[config.mk]
export PLATFORM = sky130hd
export DESIGN_NAME = servo_start_and_torque_limit_logic
export DESIGN_NICKNAME = d
export VERILOG_FILES = /design/src/servo_pkg.sv /design/src/servo_start_and_torque_limit_logic.sv
export SDC_FILE = /design/constraint.sdc
export NUM_CORES = 1
export LEC_CHECK = 0
export BUFFER_PORTS_ARGS = -buffer_cell sky130_fd_sc_hd__buf_4
export CORE_ASPECT_RATIO = 0.9
export CORE_MARGIN = 2
export CORE_UTILIZATION = 57
export DETAILED_ROUTE_END_ITERATION = 12
export PLACE_DENSITY = 0.8
export SETUP_SLACK_MARGIN = 0.4
export SYNTH_ARGS = -nofsm -noshare
export SYNTH_HDL_FRONTEND = slang
export SYNTH_SLANG_ARGS = --single-unit
[constraint.sdc]
create_clock -name clk -period 6.29 [get_ports clk]
set_clock_uncertainty 0.15 [all_clocks]
set_input_delay 0.9435 -clock clk [delete_from_list [all_inputs] [get_ports clk]]
set_output_delay 0.9435 -clock clk [all_outputs]
set_load 0.005 [all_outputs]
[src/servo_pkg.sv]
// package: constants and carrier types for the servo start and torque limit logic
package servo_pkg;
   // timing at 100 MHz
   localparam int unsigned CLK_HZ          = 100_000_000;
   localparam int unsigned CTRL_CYCLE_US   = 1000;
   localparam int unsigned CTRL_CYCLE_CLKS = (CLK_HZ / 1_000_000) * CTRL_CYCLE_US;
   localparam int unsigned START_LAT_MS    = 3;
   localparam int unsigned START_LAT_CLKS  = (CLK_HZ / 1000) * START_LAT_MS;
   localparam int unsigned START_HOLD_MS   = 6;
   localparam int unsigned START_HOLD_CLKS = (CLK_HZ / 1000) * START_HOLD_MS;
   // register byte offsets
   localparam logic [7:0] OFS_CTRL   = 8'h00;
   localparam logic [7:0] OFS_STATUS = 8'h04;
   localparam logic [7:0] OFS_INPOS  = 8'h08;
   localparam logic [7:0] OFS_ROUGH  = 8'h0C;
   localparam logic [7:0] OFS_FWD    = 8'h10;
   localparam logic [7:0] OFS_REV    = 8'h14;
   localparam logic [7:0] OFS_LIM2   = 8'h18;
   localparam logic [7:0] OFS_IRQST  = 8'h1C;
   localparam logic [7:0] OFS_IRQMSK = 8'h20;
   localparam logic [7:0] OFS_FORCE  = 8'h24;
   // control field positions
   localparam int unsigned CTRL_INDEXER = 0;
   localparam int unsigned CTRL_TEST    = 1;
   // reset values
   localparam logic [15:0] RST_INPOS = 16'h0064;
   localparam logic [15:0] RST_ROUGH = 16'h0000;
   localparam logic [15:0] RST_LIMIT = 16'h03E8;
   // interrupt bits: start accepted, move done, limiting
   localparam int unsigned IRQ_W = 3;
   typedef enum logic [1:0] {
      ST_IDLE  = 2'b00,
      ST_DELAY = 2'b01,
      ST_MOVE  = 2'b10
   } mot_state_t;
   // host remote inputs
   typedef struct packed {
      logic start_cmd_bit;
      logic servo_on_bit;
      logic torque_limit_select_bit;
      logic forced_stop_in;
   } host_in_t;
   // status outputs
   typedef struct packed {
      logic move_done_out;
      logic rough_match_out;
      logic in_position_out;
      logic torque_limiting_bit;
   } stat_out_t;
endpackage : servo_pkg

[src/servo_start_and_torque_limit_logic.sv]
// servo start sequencing, positioning status and torque limit selection
// Notes on behaviour
// - start ignored while main power circuit is not established
// - positioning begins only on start bit off-to-on transition
// - motion begins at most 3 ms after the start edge
// - start edges during a positioning operation are disregarded
// - on servo-on return after a stop during a start or positioning operation, done, rough and in-position assert
// - move done only in servo-on, timed by in-position range
// - rough match only in servo-on, timed by rough range, zero special
// - in-position compares feedback remaining pulses with in-position range
// - torque clamped to forward or reverse limit during operation
// - select 0: forward for ccw drive/cw regen, reverse otherwise
// - select 1: limit 2 both ways when lower, else fwd/rev kept
// - indexer mode enables limit 2 automatically while moving
// - limiting-torque output high when torque reaches active limit
// - forced output test mode drives each status output pin directly
// - servo-off shuts power stage and ends operation
//
// Design decisions made here: the register addresses and the AXI4-Lite slave port.
`timescale 1ns/1ps
module servo_start_and_torque_limit_logic
   import servo_pkg::*;
#(
   parameter int unsigned CYCLE_CLKS = CTRL_CYCLE_CLKS,  // control cycle length
   parameter int unsigned POS_W      = 16                 // position width
) (
   input  wire logic              clk,            // clock 100 MHz
   input  wire logic              reset,          // sync reset, active high
   input  wire host_in_t          host_in,        // remote host bits, async
   input  wire logic              main_power_ok,  // main circuit established, async
   input  wire logic              alarm_in,       // alarm active
   input  wire logic [POS_W-1:0]  cmd_remain,     // command distance still to issue
   input  wire logic [POS_W-1:0]  droop,          // feedback pulses behind command
   input  wire logic              cmd_done,       // position command generation finished
   input  wire logic [15:0]       torque_req,     // requested torque magnitude
   input  wire logic              torque_ccw,     // torque direction ccw
   input  wire logic              regen,          // regenerating
   output logic [15:0]            torque_out,     // clamped torque
   output logic [15:0]            active_limit,   // selected limit
   output logic                   motion_start,   // one cycle pulse motion begins
   output logic                   power_on,       // power stage enabled
   output logic                   ready_out,      // ready
   output stat_out_t              stat_out,       // status pins
   output logic                   irq,            // interrupt level
   input  wire logic [7:0]        s_axi_awaddr,   // axi write address
   input  wire logic              s_axi_awvalid,  // aw valid
   output logic                   s_axi_awready,  // aw ready
   input  wire logic [31:0]       s_axi_wdata,    // write data
   input  wire logic [3:0]        s_axi_wstrb,    // write strobes
   input  wire logic              s_axi_wvalid,   // w valid
   output logic                   s_axi_wready,   // w ready
   output logic [1:0]             s_axi_bresp,    // write response
   output logic                   s_axi_bvalid,   // b valid
   input  wire logic              s_axi_bready,   // b ready
   input  wire logic [7:0]        s_axi_araddr,   // read address
   input  wire logic              s_axi_arvalid,  // ar valid
   output logic                   s_axi_arready,  // ar ready
   output logic [31:0]            s_axi_rdata,    // read data
   output logic [1:0]             s_axi_rresp,    // read response
   output logic                   s_axi_rvalid,   // r valid
   input  wire logic              s_axi_rready    // r ready
);
   // synchronisers for the async inputs
   logic [4:0] sync1_q, sync2_q;
   always_ff @(posedge clk) begin
      sync1_q <= {host_in, main_power_ok};
      sync2_q <= sync1_q;
   end
   wire logic start_s = sync2_q[4];
   wire logic servo_s = sync2_q[3];
   wire logic sel_s   = sync2_q[2];
   wire logic emg_s   = sync2_q[1];
   wire logic mpow_s  = sync2_q[0];

   // registers
   logic [1:0]        ctrl_q;
   logic [15:0]       inpos_q, rough_q, fwd_q, rev_q, lim2_q;
   logic [IRQ_W-1:0]  irqst_q, irqmsk_q;
   logic [3:0]        force_q;

   // control cycle tick
   logic [31:0] tick_cnt_q;
   wire logic   tick = (tick_cnt_q == CYCLE_CLKS - 1);
   always_ff @(posedge clk) begin
      if (reset || tick) tick_cnt_q <= '0;
      else               tick_cnt_q <= tick_cnt_q + 32'd1;
   end

   wire logic run_ok = servo_s && emg_s && !alarm_in && mpow_s;
   assign power_on  = run_ok;
   assign ready_out = run_ok;

   logic start_prev_q;
   always_ff @(posedge clk) begin
      if (reset)     start_prev_q <= 1'b1;
      else if (tick) start_prev_q <= start_s;
   end
   wire logic start_edge = tick && start_s && !start_prev_q && mpow_s && run_ok;

   // start sequencer
   mot_state_t st_q;
   logic [31:0] lat_q;
   logic        was_stopped_q;
   always_ff @(posedge clk) begin
      if (reset) begin
         st_q  <= ST_IDLE;
         lat_q <= '0;
      end else if (!run_ok) begin
         st_q <= ST_IDLE;
      end else begin
         case (st_q)
            ST_IDLE: if (start_edge) begin
               st_q  <= ST_DELAY;
               lat_q <= '0;
            end
            ST_DELAY: begin
               lat_q <= lat_q + 32'd1;
               if (lat_q == 32'd1) st_q <= ST_MOVE;
            end
            ST_MOVE: if (cmd_done && droop <= inpos_q[POS_W-1:0]) st_q <= ST_IDLE;
            default: st_q <= ST_IDLE;
         endcase
      end
   end
   assign motion_start = (st_q == ST_DELAY) && (lat_q == 32'd1) && run_ok;

   always_ff @(posedge clk) begin
      if (reset)                          was_stopped_q <= 1'b0;
      else if (!run_ok && st_q != ST_IDLE) was_stopped_q <= 1'b1;
      else if (run_ok)                    was_stopped_q <= 1'b0;
   end
   wire logic resumed = run_ok && was_stopped_q;

   wire logic inpos_c = droop <= inpos_q[POS_W-1:0];
   // rough match, zero range means command finished
   wire logic rough_c = (rough_q == 16'h0000) ? cmd_done : (cmd_remain <= rough_q[POS_W-1:0]);
   // move done after command and in-position
   wire logic done_c  = cmd_done && inpos_c && st_q != ST_DELAY;
   logic done_q, rough_q2, inp_q;
   always_ff @(posedge clk) begin
      if (reset || !run_ok) begin
         done_q   <= 1'b0;
         rough_q2 <= 1'b0;
         inp_q    <= 1'b0;
      end else begin
         done_q   <= done_c || resumed;
         rough_q2 <= rough_c || resumed;
         inp_q    <= inpos_c || resumed;
      end
   end

   wire logic        fwd_dir = torque_ccw ^ regen;
   wire logic [15:0] dir_lim = fwd_dir ? fwd_q : rev_q;
   // indexer auto enable of limit 2 while moving
   wire logic        use2    = sel_s || (ctrl_q[CTRL_INDEXER] && st_q == ST_MOVE);
   // limit 2 only when lower than both
   wire logic        l2_low  = (lim2_q < fwd_q) && (lim2_q < rev_q);
   wire logic [15:0] lim_c   = (use2 && l2_low) ? lim2_q : dir_lim;
   wire logic        hit     = run_ok && torque_req >= lim_c;
   logic             hit_q;
   always_ff @(posedge clk) begin
      if (reset) begin
         torque_out   <= '0;
         active_limit <= '0;
         hit_q        <= 1'b0;
      end else begin
         torque_out   <= !run_ok ? 16'h0000 : (hit ? lim_c : torque_req);
         active_limit <= lim_c;
         hit_q        <= hit;
      end
   end

   assign stat_out = ctrl_q[CTRL_TEST] ? stat_out_t'(force_q) : stat_out_t'({done_q, rough_q2, inp_q, hit_q});

   // axi4-lite write path
   logic        aw_ok_q, w_ok_q;
   logic [7:0]  awaddr_q;
   logic [31:0] wdata_q;
   assign s_axi_awready = !aw_ok_q && !s_axi_bvalid;
   assign s_axi_wready  = !w_ok_q && !s_axi_bvalid;
   assign s_axi_bresp   = 2'b00;
   wire logic wr_go = aw_ok_q && w_ok_q;
   wire logic [IRQ_W-1:0] ev = {start_edge && st_q == ST_IDLE && run_ok, done_c && !done_q, hit && !hit_q};
   wire logic [IRQ_W-1:0] clr = (wr_go && awaddr_q == OFS_IRQST) ? wdata_q[IRQ_W-1:0] : '0;
   always_ff @(posedge clk) begin
      if (reset) begin
         aw_ok_q      <= 1'b0;
         w_ok_q       <= 1'b0;
         s_axi_bvalid <= 1'b0;
         awaddr_q     <= '0;
         wdata_q      <= '0;
         ctrl_q       <= '0;
         inpos_q      <= RST_INPOS;
         rough_q      <= RST_ROUGH;
         fwd_q        <= RST_LIMIT;
         rev_q        <= RST_LIMIT;
         lim2_q       <= RST_LIMIT;
         irqmsk_q     <= '0;
         force_q      <= '0;
         irqst_q      <= '0;
      end else begin
         if (s_axi_awvalid && s_axi_awready) begin
            aw_ok_q  <= 1'b1;
            awaddr_q <= s_axi_awaddr;
         end
         if (s_axi_wvalid && s_axi_wready) begin
            w_ok_q  <= 1'b1;
            wdata_q <= s_axi_wdata;
         end
         if (s_axi_bvalid && s_axi_bready) s_axi_bvalid <= 1'b0;
         if (wr_go) begin
            aw_ok_q <= 1'b0; w_ok_q <= 1'b0; s_axi_bvalid <= 1'b1;
            if      (awaddr_q == OFS_CTRL)   ctrl_q   <= wdata_q[1:0];
            else if (awaddr_q == OFS_INPOS)  inpos_q  <= wdata_q[15:0];
            else if (awaddr_q == OFS_ROUGH)  rough_q  <= wdata_q[15:0];
            else if (awaddr_q == OFS_FWD)    fwd_q    <= wdata_q[15:0];
            else if (awaddr_q == OFS_REV)    rev_q    <= wdata_q[15:0];
            else if (awaddr_q == OFS_LIM2)   lim2_q   <= wdata_q[15:0];
            else if (awaddr_q == OFS_IRQMSK) irqmsk_q <= wdata_q[IRQ_W-1:0];
            else if (awaddr_q == OFS_FORCE)  force_q  <= wdata_q[3:0];
         end
         // set wins over clear
         irqst_q <= (irqst_q & ~clr) | ev;
      end
   end
   assign irq = |(irqst_q & irqmsk_q);

   // axi4-lite read path
   wire logic [31:0] rd_c =
      (s_axi_araddr == OFS_CTRL)   ? {30'h0, ctrl_q} :
      (s_axi_araddr == OFS_STATUS) ? {24'h0, st_q, ready_out, mpow_s, done_q, rough_q2, inp_q, hit_q} :
      (s_axi_araddr == OFS_INPOS)  ? {16'h0, inpos_q} :
      (s_axi_araddr == OFS_ROUGH)  ? {16'h0, rough_q} :
      (s_axi_araddr == OFS_FWD)    ? {16'h0, fwd_q} :
      (s_axi_araddr == OFS_REV)    ? {16'h0, rev_q} :
      (s_axi_araddr == OFS_LIM2)   ? {16'h0, lim2_q} :
      (s_axi_araddr == OFS_IRQST)  ? {29'h0, irqst_q} :
      (s_axi_araddr == OFS_IRQMSK) ? {29'h0, irqmsk_q} :
      (s_axi_araddr == OFS_FORCE)  ? {28'h0, force_q} : 32'h0000_0000;
   assign s_axi_arready = !s_axi_rvalid;
   assign s_axi_rresp   = 2'b00;
   always_ff @(posedge clk) begin
      if (reset) begin
         s_axi_rvalid <= 1'b0;
         s_axi_rdata  <= '0;
      end else if (s_axi_arvalid && s_axi_arready) begin
         s_axi_rvalid <= 1'b1;
         s_axi_rdata  <= rd_c;
      end else if (s_axi_rready) begin
         s_axi_rvalid <= 1'b0;
      end
   end

   // checks
   chk_no_start_unpow: assert property (@(posedge clk) disable iff (reset) !mpow_s |-> !start_edge)
      else $error("start accepted without main power");
   chk_edge_only: assert property (@(posedge clk) disable iff (reset) (st_q == ST_IDLE && !(tick && start_s && !start_prev_q)) |=> st_q != ST_DELAY)
      else $error("start on level");
   chk_start_lat: assert property (@(posedge clk) disable iff (reset) (st_q == ST_IDLE && start_edge) |-> ##[1:3] (motion_start || !run_ok))
      else $error("start latency too long");
   chk_busy_ignore: assert property (@(posedge clk) disable iff (reset) (st_q == ST_MOVE && run_ok) |=> st_q != ST_DELAY)
      else $error("start taken while moving");
   chk_done_servo: assert property (@(posedge clk) disable iff (reset) !run_ok |=> !done_q && !rough_q2 && !inp_q)
      else $error("status without servo on");
   chk_resume_all: assert property (@(posedge clk) disable iff (reset) resumed |=> done_q && rough_q2 && inp_q)
      else $error("resume status missing");
   chk_clamp: assert property (@(posedge clk) disable iff (reset) 1'b1 |=> torque_out <= $past(lim_c))
      else $error("torque above limit");
   chk_limit_flag: assert property (@(posedge clk) disable iff (reset) (run_ok && torque_req >= lim_c) |=> hit_q)
      else $error("limiting flag missing");
   chk_servo_off: assert property (@(posedge clk) disable iff (reset) !run_ok |=> st_q == ST_IDLE && torque_out == 16'h0000)
      else $error("operation not ended on servo off");
   chk_sel_lim2: assert property (@(posedge clk) disable iff (reset) (sel_s && l2_low) |=> active_limit == $past(lim2_q))
      else $error("limit 2 not applied on select");
   chk_idx_lim2: assert property (@(posedge clk) disable iff (reset) (ctrl_q[CTRL_INDEXER] && st_q == ST_MOVE && l2_low) |=> active_limit == $past(lim2_q))
      else $error("limit 2 not applied in indexer move");
endmodule : servo_start_and_torque_limit_logic

==> flow_metrics.tcl, run 1 <==
set metrics [dict create \
    status "completed" \
    synthSimpleGateAreaFrac_pct 21.5 \
    worstMarginPinSlew_ps 1190 \
    pin_count 197 \
    r2r_cells 18 \
    avgSynthCellArea_sq_um 8.34 \
    crit_fanout 16 \
    clock_path_buffers 3 \
    htreeDepth 1 \
    via_per_inst 5.77 \
    grt_max_degree 110 \
    ir_drop_mv 0.235 \
    maxCapViolCount 0 \
    start_util_pct 57.6 \
    path_class "register to register" \
    wl_mm 32.6 \
    finish.cell_count_without_fillers 1918 \
    holdBufCountCts 0 \
    coreArea_sq_mm 0.0214 \
    holdPathEnd "sync2_q[0]$_DFF_P_" \
    seq_area_sq_mm 0.00500 \
    synthTopCellsByArea "dfxtp_1 (41%), ha_1 (8.2%), nand2_1 (6.9%)" \
    io_buffer_count 156 \
    cp.arrival_ps 5650 \
    rows 51 \
    period_share_pct 85.4 \
    synth_compound_area_share_pct 14.3 \
    final.setup.tns_ps 0 \
    synthFlopType "dfxtp_1" \
    final_max_slew_viol_count 0 \
    synth_fa_ha_area_share_pct 8.20 \
    hold_viol_final 0 \
    crit_buf_inv 4 \
    min_from "sync1_q[0]$_DFF_P_" \
    cts-root-buf "clkbuf_16" \
    pre_cts_ws_ps 932 \
    insertion_delay_ps 540 \
    antenna_cells 0 \
    drc 0 \
    drt_pre_antenna_iters 5 \
    ant_nets 0 \
    synth-xor-area-share_pct 3.97 \
    finalCoreUtilization_pct 67.9 \
    synth_top_family_by_area "simple AND/OR/NAND/NOR gates" \
    slew_headroom_pct 20.1 \
    ys_warn_count 0 \
    async_flop_share_pct 0 \
    cp_top_family "compound AO/OA/AOI/OAI gates" \
    grt_usage_pct 27.6 \
    die-area_sq_mm 0.0229 \
    die_w_microns 159 \
    postCtsSetupRepairBufs 0 \
    multi_input_area_sq_mm 0.00670 \
    fillerInstances 1789 \
    synth_cell_type_count 63 \
    yosysTopAreaCell "dfxtp_1" \
    crit_cells 18 \
    synth_cells 1481 \
    yosysMostFrequentCell "dfxtp_1" \
    synth_edf_count 0 \
    areaGrowthSynthToFinish_pct 17.8 \
    required_ps 6570 \
    post_dp_cell_area_sq_mm 0.0136 \
    gp_congestion 0.936 \
    crit_slowest_cell "nor4_4" \
    grt.overflow.total 0 \
    synth_common_cells "dfxtp_1 (250), nand2_1 (227), nor2_1 (182)" \
    final_layout_size_suffix_gt1_share_pct 13.4 \
    seq_area_frac_synth_pct 40.5 \
    muxShareOfSynthArea_pct 5.56 \
    wl_per_cell_microns 17.0 \
    start_kind "register" \
    worstReg2RegStart "fwd_q[4]$_SDFFE_PP0P_" \
    grt_pass1_vias 10345 \
    dp.cells 1871 \
    timing.rr.end "torque_out[0]$_SDFF_PP0_" \
    ys_seq_elements 250 \
    vias 11066 \
    holdWs_ps 178 \
    die_h_microns 144 \
    min_path_cells 0 \
    crit_path_end_kind "register" \
    cts.sinks 250 \
    clk_pin_slew_worst_paths_ps 60 \
    drt_iter0_markers 883 \
    syn-cell-area_sq_mm 0.0124 \
    grt_antenna_before_repair 0 \
    rrSetupSlack_ps 920 \
    dp_hpwl_mm 23.5 \
    cts_buffers 26 \
    slowest_delay_ps 710 \
    rsz0062_at_grt "no" \
    hold_class "register to register" \
    grt_pass1_wl_mm 51.8 \
    fmax_mhz 186 \
    yosysTopAreaCellShare_pct 40.5 \
    powerDensity_mw_per_mm2 242 \
    path_cells "inv_1 > ha_1 > a21o_1 > a2111oi_2 > o21ai_1 > o2111a_1 > nor4_4 > buf_4 > mux2i_1 > ha_1 > o211ai_1 > a221oi_1 > a2111oi_0 > o21ai_0 > nand2_1 > buf_4 > inv_1 > a22o_1" \
    setup_slack_ps 920 \
    fin_nets 1805 \
    tritoncts "built" \
    p_total_mw 3.52 \
    postLayoutCellArea_sq_mm 0.0146 \
    layout_min_cycle_time_ps 5370 \
    leakage_nw 6.16 \
    cts_resized 0 \
    finalSetupViolCount 0 \
]
## state kept, by name (all words and copies together) (netlist names), 2 cells and up
signal,count
inpos_q,16
lim2_q,16
irqmsk_q,3
fwd_q,16
tick_cnt_q,32
st_q,2
active_limit,16
rough_q,16
awaddr_q,8
sync1_q,5
sync2_q,5
rev_q,16
torque_out,16
irqst_q,3
ctrl_q,2
s_axi_rdata,16
lat_q,32
wdata_q,16
force_q,4
## where the power goes
| part | total (mW) | switching [mW] | internal [mW] |
|---|---|---|---|
| logic | 0.234 | 0.130 | 0.105 |
| registers | 1.64 | 0.0305 | 1.61 |
| clock network | 1.65 | 0.640 | 1.01 |
## layout by cell type, fill, tap and decap left out, types with 15 or more instances in the layout
master and count:
nand3_1 35, a211o_1 19, nor2_1 182, o2bb2ai_1 16, nor4_1 21, inv_1 86, nand2_1 227, nand4_1 28
clkbuf_16 26, ha_1 81, xor2_1 42, nor3_1 15, buf_4 164, conb_1 20, and3_1 16, a21oi_1 106
o21ai_0 35, dfxtp_1 250, mux2i_1 63
## metal layers
layer	track usage (%)	wire, microns	vias to the layer above	part of all wire (%)
met5	0	0	-	0
met4	8.66	1020	0	3.1
met3	4.39	2200	81	6.7
met2	46.5	15000	406	46
met1	36.6	14400	5226	44
li1	-	-	5353	-
## cells by family after synthesis
group,after synthesis
other,1
multiplexers,68
buffers and inverters,170
adder cells (fa/ha/maj),81
XOR/XNOR,56
AO/OA/AOI/OAI,268
flip-flops,250
AND/OR/NAND/NOR,587
## final cells by class
class	instances	area share [%]
multi-input cells	1080	46.1
flip-flops and latches	250	34.4
repair buffers	164	8.46
clock buffers	37	5.24
well taps	291	2.50
inverters	86	2.22
clock inverters	10	1.11
## worst max path at each step
stage	start	to	slack (ps)
finish	fwd_q[4]$_SDFFE_PP0P_	torque_out[0]$_SDFF_PP0_	920
global route	fwd_q[4]$_SDFFE_PP0P_	torque_out[0]$_SDFF_PP0_	630
CTS	fwd_q[4]$_SDFFE_PP0P_	torque_out[0]$_SDFF_PP0_	890
detailed placement	fwd_q[4]$_SDFFE_PP0P_	torque_out[0]$_SDFF_PP0_	930
global placement	fwd_q[4]$_SDFFE_PP0P_	torque_out[0]$_SDFF_PP0_	1030
floorplan	fwd_q[4]$_SDFFE_PP0P_	torque_out[13]$_SDFF_PP0_	1780
Note: power is estimated with default switching activity, not from simulation.
==> run 2: changes to the inputs <==
--- a/config.mk
+++ b/config.mk
@@ -6,11 +6,13 @@
 export NUM_CORES = 1
 export LEC_CHECK = 0
 export BUFFER_PORTS_ARGS = -buffer_cell sky130_fd_sc_hd__buf_4
+export CELL_PAD_IN_SITES_DETAIL_PLACEMENT = 1
+export CELL_PAD_IN_SITES_GLOBAL_PLACEMENT = 2
 export CORE_ASPECT_RATIO = 0.9
 export CORE_MARGIN = 2
-export CORE_UTILIZATION = 57
+export CORE_UTILIZATION = 34
 export DETAILED_ROUTE_END_ITERATION = 12
-export PLACE_DENSITY = 0.8
+export PLACE_DENSITY_LB_ADDON = 0.1
 export SETUP_SLACK_MARGIN = 0.4
 export SYNTH_ARGS = -nofsm -noshare
 export SYNTH_HDL_FRONTEND = slang
==> run 2 against run 1 <==
  * Maximum frequency grew 6.2%
  * Die area rose by 66%
  * Register-to-register slack better by 310 ps
  * Clock-buffer cell count is 1 higher
  * Clock power increased by 11%
  * Flip-flop and latch count stayed put
  * Largest power group unchanged
  * Critical path type unchanged
==> flow_metrics.tcl, run 2 (same netlist as run 1, synthesis figures left out) <==
set metrics [dict create \
    status "completed" \
    gp_congestion 0.810 \
    fmax_mhz 198 \
    drc 0 \
    final_cell_mix "dfxtp_1 (250), nand2_1 (227), nor2_1 (182)" \
    cts.sinks 250 \
    drt_iter0_markers 482 \
    layout_min_cycle_time_ps 5060 \
    grt_pass1_wl_mm 61.3 \
    timing.rr.end "torque_out[14]$_SDFF_PP0_" \
    worstMarginPinSlew_ps 1110 \
    swShare_pct 23.7 \
    p_sw_uw 881 \
    rrSetupSlack_ps 1230 \
    period_share_pct 80.4 \
    die_h_microns 185 \
    clkPwrFrac_pct 49.2 \
    path_class "register to register" \
    maxCapViolCount 0 \
    reg_top3 "lat_q x32, tick_cnt_q x32" \
    antenna_cells 0 \
    setup_slack_ps 1230 \
    start_kind "register" \
    grt_antenna_before_repair 0 \
    pin_count 197 \
    rows 66 \
    htreeDepth 1 \
    cts_buffers 29 \
    die-area_sq_mm 0.0379 \
    crit_top_cell "buf_4" \
    slowest_delay_ps 460 \
    final.setup.tns_ps 0 \
    grt_max_degree 90 \
    crit_fanout 16 \
    die_w_microns 205 \
    pre_cts_ws_ps 1190 \
    io_buffer_count 156 \
    required_ps 6620 \
    r2r_cells 20 \
    powerDensity_mw_per_mm2 248 \
    cp.arrival_ps 5380 \
    insertion_delay_ps 560 \
    hold_class "register to register" \
    via_per_inst 5.15 \
    hold_viol_final 0 \
    rsz0062_at_grt "no" \
    final_layout_size_suffix_gt1_share_pct 14.3 \
    p_total_mw 3.71 \
    wl_mm 39.2 \
    grt.overflow.total 0 \
    p_int_mw 2.83 \
    crit_slowest_cell "mux2i_1" \
    cts_resized 0 \
    grt_pass1_vias 10983 \
    final_max_slew_viol_count 0 \
    combPwrFrac_pct 6.6 \
    ant_nets 0 \
    worstReg2RegStart "fwd_q[4]$_SDFFE_PP0P_" \
    cts-root-buf "clkbuf_16" \
    finalSetupViolCount 0 \
    areaGrowthSynthToFinish_pct 21.1 \
    wl_per_cell_microns 18.5 \
    path_cells "inv_1 > ha_1 > a21o_1 > a2111oi_2 > o21ai_1 > o2111a_1 > nor4_4 > buf_4 > mux2i_1 > ha_1 > o21a_1 > o21ai_0 > a221oi_1 > a2111oi_0 > buf_4 > o21ai_0 > buf_4 > nor2_1 > buf_4 > o2bb2ai_1" \
    drt_pre_antenna_iters 5 \
    coreArea_sq_mm 0.0360 \
    postCtsSetupRepairBufs 0 \
    clock_path_buffers 3 \
    dp_hpwl_mm 29.3 \
    crit_path_end_kind "register" \
    setup.worst_path.start "fwd_q[4]$_SDFFE_PP0P_" \
    holdBufCountCts 0 \
    vias 10927 \
    crit_end "torque_out[14]$_SDFF_PP0_" \
    grt_usage_pct 20.5 \
    mostFrequentLayoutCell "dfxtp_1" \
    leakage_nw 6.25 \
    fin_nets 1818 \
    clk_pin_slew_worst_paths_ps 60 \
    start_util_pct 34.3 \
    tritoncts "built" \
    ir_drop_mv 0.153 \
    p_seq_share_pct 44.2 \
    slew_headroom_pct 25.0 \
]
run 2: per-layer routing:
metal	global-route usage (%)	up-vias	share of wire, %
met4	3.60	0	1.6
met5	0	-	0
met1	28.2	5338	48
li1	-	5376	-
met2	34.7	163	47
met3	2.62	50	3.2
run 2: worst min-delay path by stage:
| stage | startpoint | endpoint | slack [ps] | cells after the start |
|---|---|---|---|---|
| CTS | sync1_q[4]$_DFF_P_ | sync2_q[4]$_DFF_P_ | 180 | 0 |
| detailed placement | sync1_q[4]$_DFF_P_ | sync2_q[4]$_DFF_P_ | 160 | 0 |
| global route | sync1_q[4]$_DFF_P_ | sync2_q[4]$_DFF_P_ | 180 | 0 |
| finish | sync1_q[4]$_DFF_P_ | sync2_q[4]$_DFF_P_ | 180 | 0 |
| floorplan | sync1_q[0]$_DFF_P_ | sync2_q[0]$_DFF_P_ | 160 | 0 |
| global placement | sync1_q[4]$_DFF_P_ | sync2_q[4]$_DFF_P_ | 160 | 0 |
run 2: power groups by stage:
stage	Sequential, mW	Clock (mW)	Combinational, mW
2_1_floorplan	1.66	0	0.139
3_3_place_gp	1.68	0	0.245
3_5_place_dp	1.68	0	0.248
4_1_cts	1.64	1.88	0.249
5_1_grt	1.64	1.94	0.275
6_report	1.64	1.83	0.244
run 2: worst max-delay path: cells and delay by family, from the launching register on:
kind	cells	cell delay (ps)
adder cells (fa/ha/maj)	2	640
buffers and inverters	5	920
AO/OA/AOI/OAI	10	2050
AND/OR/NAND/NOR	2	380
flip-flops	1	370
multiplexers	1	460
run 2: through the flow:
step / std cells / hold slack [ps] / util [%] / instance area, sq um
2_1_floorplan: 1500 / 160 / - / 12400
4_1_cts: 2120 / 178 / 41.6 / 15000
3_5_place_dp: 2066 / 164 / 38.7 / 13900
3_3_place_gp: 2066 / 161 / 38.7 / 13900
5_1_grt: 2120 / 184 / 41.6 / 15000
6_report: 2120 / 176 / 41.6 / 15000
run 2: layout make-up:
| type | count | area, sq um |
|---|---|---|
| Timing Repair Buffer | 174 | 1310 |
| Clock buffer | 38 | 810 |
| Clock inverter | 16 | 224 |
| Multi-Input combinational cell | 1080 | 6700 |
| Tap cell | 476 | 596 |
| Fill cell | 4317 | 21000 |
| Sequential cell | 250 | 5000 |
| Inverter | 86 | 323 |
